===== src/board_test_defines.vh =====
`ifndef BOARD_TEST_DEFINES_VH
`define BOARD_TEST_DEFINES_VH

// ----------------------------------------
// test codes on the four code inputs
// ----------------------------------------
`define TCODE_NAND_CHAIN 4'hA
`define TCODE_PIN_FLOAT 4'hC
`define TCODE_OUT_HIGH 4'hE
`define TCODE_OUT_LOW 4'hF

// ----------------------------------------
// checksum colour select encodings
// ----------------------------------------
`define CSEL_RED 2'h0
`define CSEL_GREEN 2'h1
`define CSEL_BLUE 2'h2

// ----------------------------------------
// checksum states and widths
// ----------------------------------------
`define CK_IDLE 2'h0
`define CK_ARMED 2'h1
`define CK_RUN 2'h2
`define CK_DONE 2'h3
`define CK_WIDTH 16
`define CK_RESET 16'h0000
`define CK_POLY 16'h1021

`endif


===== src/pixel_checksum.v =====
`include "board_test_defines.vh"

module pixel_checksum #(
    parameter COMP_WIDTH = 10
) (
    input wire sys_clk,
    input wire reset_n,
    input wire [2*COMP_WIDTH+COMP_WIDTH-1:0] dac_pixel,
    input wire display_active,
    input wire frame_start,
    input wire [1:0] colour_sel,
    input wire start_measure,
    output wire measure_busy,
    output wire result_valid,
    output wire [`CK_WIDTH-1:0] checksum_out
);

    // ----------------------------------------
    // state
    // ----------------------------------------
    reg [1:0] state_reg; // measurement sequencer
    reg [1:0] state_next;
    reg [`CK_WIDTH-1:0] acc_reg; // running crc
    reg [`CK_WIDTH-1:0] acc_next;
    reg [`CK_WIDTH-1:0] result_reg; // frozen result
    reg [`CK_WIDTH-1:0] result_next;
    reg [1:0] sel_reg; // colour latched at start
    reg [1:0] sel_next;
    reg [COMP_WIDTH-1:0] comp; // chosen component
    reg [`CK_WIDTH-1:0] crc_v;
    integer i;

    // ----------------------------------------
    // component pick, dac input bus is r,g,b
    // ----------------------------------------
    always @* begin
        case (sel_reg)
            `CSEL_RED: comp = dac_pixel[3*COMP_WIDTH-1:2*COMP_WIDTH];
            `CSEL_GREEN: comp = dac_pixel[2*COMP_WIDTH-1:COMP_WIDTH];
            default: comp = dac_pixel[COMP_WIDTH-1:0];
        endcase
    end

    // ----------------------------------------
    // crc step, one component per pixel clock
    // ----------------------------------------
    always @* begin
        crc_v = acc_reg;
        for (i = COMP_WIDTH - 1; i >= 0; i = i - 1) begin
            if (crc_v[`CK_WIDTH-1] ^ comp[i]) begin
                crc_v = {crc_v[`CK_WIDTH-2:0], 1'b0} ^ `CK_POLY;
            end else begin
                crc_v = {crc_v[`CK_WIDTH-2:0], 1'b0};
            end
        end
    end

    // ----------------------------------------
    // sequencer: wait for frame, run one frame
    // ----------------------------------------
    always @* begin
        state_next = state_reg;
        acc_next = acc_reg;
        result_next = result_reg;
        sel_next = sel_reg;
        case (state_reg)
            `CK_IDLE, `CK_DONE: begin
                if (start_measure) begin
                    acc_next = `CK_RESET;
                    sel_next = colour_sel;
                    state_next = `CK_ARMED;
                end
            end
            `CK_ARMED: begin
                // whole frames only, so partial frames never mix in
                if (frame_start) begin
                    state_next = `CK_RUN;
                end
            end
            `CK_RUN: begin
                if (frame_start) begin
                    result_next = acc_reg;
                    state_next = `CK_DONE;
                end else if (display_active) begin
                    // blanking and sync never reach the crc
                    acc_next = crc_v;
                end
            end
            default: state_next = `CK_IDLE;
        endcase
    end

    // ----------------------------------------
    // registers
    // ----------------------------------------
    always @(posedge sys_clk) begin
        if (!reset_n) begin
            state_reg <= `CK_IDLE;
            acc_reg <= `CK_RESET;
            result_reg <= `CK_RESET;
            sel_reg <= `CSEL_RED;
        end else begin
            state_reg <= state_next;
            acc_reg <= acc_next;
            result_reg <= result_next;
            sel_reg <= sel_next;
        end
    end

    assign measure_busy = (state_reg == `CK_ARMED) || (state_reg == `CK_RUN);
    assign result_valid = (state_reg == `CK_DONE);
    assign checksum_out = result_reg;

endmodule


===== src/board_test_modes.v =====
// Behaviour
// select low: normal operation, pins normal
// select high: low address/data pins become code
// mode decoded combinationally, no clock
// code 1010 selects nand chain
// each input pad feeds nand stage
// first stage spare input tied high
// chain end drives chosen output pin
// output-only pins excluded from chain
// code 1100 tristates all outputs
// code 1110 drives all outputs high
// code 1111 drives all outputs low
// other codes leave outputs normal
// checksum sees dac inputs at pixel rate
// one selectable colour component at a time
// only active display pixels accumulate
// sync timing never affects checksum
// taken at dac inputs, no analogue
// software compares against reference value
// cleared at start, result held per frame
`include "board_test_defines.vh"

module board_test_modes #(
    parameter NUM_IN = 8,
    parameter NUM_OUT = 8,
    parameter NUM_BIDIR = 8,
    parameter MPAD_WIDTH = 8,
    parameter COMP_WIDTH = 10
) (
    input wire sys_clk,
    input wire reset_n,
    input wire test_select_pin,
    input wire [NUM_IN-1:0] in_pad,
    input wire [MPAD_WIDTH-1:0] multiport_addr_data_i,
    input wire [NUM_BIDIR-1:0] bidir_pad_i,
    input wire [NUM_OUT-1:0] core_out,
    input wire [MPAD_WIDTH-1:0] core_mpad_o,
    input wire [MPAD_WIDTH-1:0] core_mpad_oe_n,
    input wire [NUM_BIDIR-1:0] core_bidir_o,
    input wire [NUM_BIDIR-1:0] core_bidir_oe_n,
    output wire [NUM_IN-1:0] core_in,
    output wire [MPAD_WIDTH-1:0] core_mpad_i,
    output wire [NUM_BIDIR-1:0] core_bidir_i,
    output wire [NUM_OUT-1:0] out_pad_o,
    output wire [NUM_OUT-1:0] out_pad_oe_n,
    output wire [MPAD_WIDTH-1:0] multiport_addr_data_o,
    output wire [MPAD_WIDTH-1:0] multiport_addr_data_oe_n,
    output wire [NUM_BIDIR-1:0] bidir_pad_o,
    output wire [NUM_BIDIR-1:0] bidir_pad_oe_n,
    output wire [3:0] test_code_inputs,
    output wire test_active,
    input wire [3*COMP_WIDTH-1:0] dac_pixel,
    input wire display_active,
    input wire frame_start,
    input wire [1:0] colour_sel,
    input wire start_measure,
    output wire measure_busy,
    output wire result_valid,
    output wire [`CK_WIDTH-1:0] checksum_out
);

    // ----------------------------------------
    // chain geometry
    // ----------------------------------------
    // output-only pins never join the chain
    localparam CHAIN_LEN = NUM_IN + MPAD_WIDTH + NUM_BIDIR;

    wire [CHAIN_LEN-1:0] chain_pads; // every input-capable pad
    wire [CHAIN_LEN:0] chain_node; // stage outputs
    wire mode_nand; // nand chain active
    wire mode_float; // all drivers off
    wire mode_high; // all drivers high
    wire mode_low; // all drivers low
    wire force_drive; // high or low override

    // ----------------------------------------
    // code inputs: pure gates, work without sys_clk
    // ----------------------------------------
    // gated to zero when not selected so no mode decodes by accident
    assign test_code_inputs = test_select_pin ? multiport_addr_data_i[3:0] : 4'h0;
    assign test_active = test_select_pin;
    assign mode_nand = test_select_pin && (test_code_inputs == `TCODE_NAND_CHAIN);
    assign mode_float = test_select_pin && (test_code_inputs == `TCODE_PIN_FLOAT);
    assign mode_high = test_select_pin && (test_code_inputs == `TCODE_OUT_HIGH);
    assign mode_low = test_select_pin && (test_code_inputs == `TCODE_OUT_LOW);
    assign force_drive = mode_high || mode_low;

    // ----------------------------------------
    // nand chain through all input paths
    // ----------------------------------------
    assign chain_pads = {bidir_pad_i, multiport_addr_data_i, in_pad};
    assign chain_node[0] = 1'b1;

    genvar g;
    generate
        for (g = 0; g < CHAIN_LEN; g = g + 1) begin : nand_stage
            // pad g meets the previous stage, first pad meets the tie-high
            assign chain_node[g+1] = ~(chain_node[g] & chain_pads[g]);
        end
    endgenerate

    // ----------------------------------------
    // core-side inputs pass through untouched
    // ----------------------------------------
    // the core keeps seeing pins; test modes only override drivers
    assign core_in = in_pad;
    assign core_mpad_i = multiport_addr_data_i;
    assign core_bidir_i = bidir_pad_i;

    // ----------------------------------------
    // output-only pins
    // ----------------------------------------
    // out_pad bit 0 carries the chain result in nand mode
    assign out_pad_o[0] = mode_nand ? chain_node[CHAIN_LEN] :
                          mode_high ? 1'b1 :
                          mode_low ? 1'b0 :
                          core_out[0];
    assign out_pad_oe_n[0] = mode_nand ? 1'b0 :
                             mode_float ? 1'b1 :
                             force_drive ? 1'b0 : 1'b0;

    generate
        for (g = 1; g < NUM_OUT; g = g + 1) begin : out_only
            assign out_pad_o[g] = mode_high ? 1'b1 :
                                  mode_low ? 1'b0 :
                                  core_out[g];
            assign out_pad_oe_n[g] = mode_float ? 1'b1 : 1'b0;
        end
    endgenerate

    // ----------------------------------------
    // multiport pins
    // ----------------------------------------
    // in nand mode these are chain inputs, so never driven;
    // in any test mode the low four carry the code and stay inputs
    generate
        for (g = 0; g < MPAD_WIDTH; g = g + 1) begin : mpad
            if (g < 4) begin : code_bit
                assign multiport_addr_data_o[g] = core_mpad_o[g];
                assign multiport_addr_data_oe_n[g] = test_select_pin ? 1'b1 :
                                                     core_mpad_oe_n[g];
            end else begin : data_bit
                assign multiport_addr_data_o[g] = mode_high ? 1'b1 :
                                                  mode_low ? 1'b0 :
                                                  core_mpad_o[g];
                assign multiport_addr_data_oe_n[g] = (mode_float || mode_nand) ? 1'b1 :
                                                     force_drive ? 1'b0 :
                                                     core_mpad_oe_n[g];
            end
        end
    endgenerate

    // ----------------------------------------
    // other bidirectional pins
    // ----------------------------------------
    generate
        for (g = 0; g < NUM_BIDIR; g = g + 1) begin : bidir
            assign bidir_pad_o[g] = mode_high ? 1'b1 :
                                    mode_low ? 1'b0 :
                                    core_bidir_o[g];
            assign bidir_pad_oe_n[g] = (mode_float || mode_nand) ? 1'b1 :
                                       force_drive ? 1'b0 :
                                       core_bidir_oe_n[g];
        end
    endgenerate

    // ----------------------------------------
    // checksum on the pixel clock
    // ----------------------------------------
    // software compares checksum_out with its reference
    pixel_checksum #(
        .COMP_WIDTH(COMP_WIDTH)
    ) u_checksum (
        .sys_clk(sys_clk),
        .reset_n(reset_n),
        .dac_pixel(dac_pixel),
        .display_active(display_active),
        .frame_start(frame_start),
        .colour_sel(colour_sel),
        .start_measure(start_measure),
        .measure_busy(measure_busy),
        .result_valid(result_valid),
        .checksum_out(checksum_out)
    );

endmodule


===== config.mk =====
export PLATFORM = sky130hd
export DESIGN_NAME = board_test_modes
export DESIGN_NICKNAME = d
export VERILOG_FILES = /design/src/pixel_checksum.v /design/src/board_test_modes.v
export VERILOG_INCLUDE_DIRS = /design/src /design/src/src
export SDC_FILE = /design/constraint.sdc
export NUM_CORES = 1
export LEC_CHECK = 0
export BUFFER_PORTS_ARGS = -buffer_cell sky130_fd_sc_hd__buf_2
export CELL_PAD_IN_SITES_DETAIL_PLACEMENT = 1
export CELL_PAD_IN_SITES_GLOBAL_PLACEMENT = 2
export CORE_MARGIN = 1.5
export CORE_UTILIZATION = 22
export CTS_BUF_LIST = sky130_fd_sc_hd__clkbuf_8
export DETAILED_ROUTE_END_ITERATION = 7
export HOLD_SLACK_MARGIN = 0.06
export PLACE_DENSITY = 0.87
export SETUP_SLACK_MARGIN = 0.05
export SYNTH_ARGS = -nofsm -noshare
export SYNTH_HDL_FRONTEND = slang
export SYNTH_HIERARCHICAL = 1
export SYNTH_SLANG_ARGS = --single-unit

===== constraint.sdc =====
create_clock -name sys_clk -period 4.28 [get_ports sys_clk]
set_input_delay 0.428 -clock sys_clk [delete_from_list [all_inputs] [get_ports sys_clk]]
set_output_delay 0.428 -clock sys_clk [all_outputs]
set_load 0.05 [all_outputs]

==> metrics.txt <==
status finished, final reports clean; Initial Util 0.225; global route overflow 0; layout cells sized above 1 0.412; crit-path max cell delay 0.93 ns; FF+latch count, synth 36; Max Root-Sink Buffers 2; r2r startpoint u_checksum/sel_reg[0]$_SDFFE_PN0P_; final setup vio count 0; slew margin rel. 0.191; ANT cells 0; Area contributors post-synth dfxtp_1 (28%), nand2_1 (12%), buf_4 (11%); Std-Cell Rows 39; # nets final 568; first-pass GRT wire length 13.0 mm; cells on worst reg2reg path 6; # IOs 197; CTS tree built; Syn Area/Cell 7.64 µm²; CP max-delay cell nor2_1; CP Launch Type input port; PortBufs 172; PD cells 502 mW/mm²; Die H 111 µm; drt total wl 8.22 mm; Mapped Cells 335; Slew @ Worst Pin 1.21 ns; VDD IR-drop max 0.331 mV; Antenna Nets Post-Route 0; Iter 0 DRT Violations 99; hold depth 3; Worst Hold End u_checksum/sel_reg[0]$_SDFFE_PN0P_; FF-to-FF End u_checksum/acc_reg[12]$_SDFFE_PN0P_; Die Span X 111 µm; Hold Path Class input port to register; H-tree Lvls 2; fin crit period 2.58 ns; Final Cycle Share 0.603; fin. max-slew vios 0; leakage 1.74 nW; skew final 0.00634 ns; vias per cell 4.38; Worst-Skew Late Latency 0.28 ns; Vias 2658; HP Start colour_sel[0]; Setup Fix Bufs, Post-CTS 0; critical path type input port to output pin; core box area 0.0114 mm²; Final HPWL DP 6.94 mm; unrepaired setup endpoints after global routing no; critical path peak fanout 20; sequential share of the synthesized area 0.282; CP cell instances buf_2 -> nand4_1 -> nor2_1 -> a21oi_1 -> nand3_1 -> buf_2; final hold violations 0; Post-Syn Area 0.00256 mm²; die area 0.0123 mm²; FMAX 388 MHz; number of global-route vias before repair 2576; Pwr Total 1.70 mW; Synth cell types 37; number of buffers created by CTS 5; first drt pass iteration count 4; post-synth top area cell dfxtp_1; Root Driver clkbuf_8; GP Congestion 0.846; GRT Overall Usage 0.127; CTS sink count 36; setup slack, reg-to-reg 1.88 ns; Synth Warn # 6; clock-pin slew on the worst setup and hold paths 0.07 ns; initial antenna violation count 0; top cell type's share of synthesized area 0.282; setup TNS 0 ns; Post-CTS Hold Buffers 0; area delta synth->final 32.4%; critical path required time 3.85 ns; syn_nets 440; Top cell by count, worst path buf_2; CP Capture Type output pin; post-cts repair resize count 0; CP arrival 2.15 ns; Max Cap Violations 0; Wirelength per Cell 13.5 µm; largest net degree at the start of global routing 32; DRC Markers 0
[per-stage QoR]
step	hold WS (ns)	worst slack (ns)	cells	area, µm²	utilization
floorplan	0.454	2.44	335	2560	-
global placement	0.446	1.79	599	3260	0.287
detailed placement	0.445	1.70	599	3260	0.287
CTS	0.400	1.70	607	3390	0.298
global route	0.415	1.51	607	3390	0.298
finish	0.411	1.70	607	3390	0.298
[synth_stat cells]
master / number
ha_1: 3
or2_1: 4
xor2_1: 6
nand2_1: 84
o211ai_1: 2
buf_2: 5
a311oi_1: 1
xnor2_1: 19
nand4_1: 3
a21o_1: 19
xnor3_2: 2
xnor2_2: 1
nand2_2: 2
o21ai_2: 2
clkinv_1: 1
mux2i_1: 10
o21ai_1: 3
buf_1: 1
buf_6: 1
a21boi_0: 1
and3_1: 3
dfxtp_1: 36
nand2b_1: 3
inv_1: 9
nor2_1: 8
o21ai_0: 17
a22oi_1: 5
and2_1: 4
buf_4: 36
a2111oi_4: 1
clkbuf_1: 9
xnor3_1: 1
a21oi_1: 25
nand3_1: 4
xor2_2: 2
o21bai_1: 1
o2111ai_1: 1
[logic make-up after synthesis]
group,synth area share
multiplexers,0.0391
adder cells (fa/ha/maj),0.0147
AO/OA/AOI/OAI,0.195
AND/OR/NAND/NOR,0.189
flip-flops,0.282
buffers and inverters,0.149
XOR/XNOR,0.132
[power breakdown]
| part | internal (mW) | switching (mW) | leakage [nW] |
|---|---|---|---|
| logic | 0.364 | 0.565 | 1.38 |
| clock network | 0.206 | 0.117 | 0.0645 |
| registers | 0.384 | 0.0671 | 0.291 |
[layout by cell type (no fill, tap or decap), drive strengths merged]
cell,synthesis,routed
inv,9,9
bufinv,0,1
a21oi,25,25
a311oi,1,1
buf,43,173
a21boi,1,1
or2,4,4
a2111oi,1,1
o21ai,22,22
o211ai,2,2
and3,3,3
a22oi,5,5
xnor3,3,3
a21o,19,19
o2111ai,1,1
ha,3,3
xnor2,20,20
clkbuf,9,7
nand2,86,86
xor2,8,8
clkinv,1,1
o21bai,1,1
nor2,8,8
dfxtp,36,36
mux2i,10,10
and2,4,4
nand4,3,3
nand2b,3,3
nand3,4,4
[layout make-up]
cell class	instances	area (µm²)
fillers	1445	7980
multi-input cells	237	1460
repair buffers	173	868
flip-flops and latches	36	721
well taps	143	179
clock buffers	7	96.3
inverters	10	37.5
clock inverters	1	30.0
[worst max-delay path: cells and delay by family]
family                 cells  cell delay [ns]
AO/OA/AOI/OAI              1             0.07
buffers and inverters      2             0.46
AND/OR/NAND/NOR            3             1.20
[how the worst max path moves through the flow]
| stage | startpoint | endpoint |
|---|---|---|
| floorplan | u_checksum/sel_reg[0]$_SDFFE_PN0P_ | u_checksum/acc_reg[13]$_SDFFE_PN0P_ |
| global placement | test_select_pin | out_pad_o[0] |
| detailed placement | test_select_pin | out_pad_o[0] |
| CTS | test_select_pin | out_pad_o[0] |
| global route | test_select_pin | out_pad_o[0] |
| finish | test_select_pin | out_pad_o[0] |
[routing by layer]
metal,up-vias,track usage,routed length [µm]
li1,1323,-,-
met1,1206,0.147,3350
met2,121,0.242,4230
met3,8,0.0246,552
met4,0,0.0197,80
met5,-,0,0
Note: power is estimated with default switching activity, not from simulation.
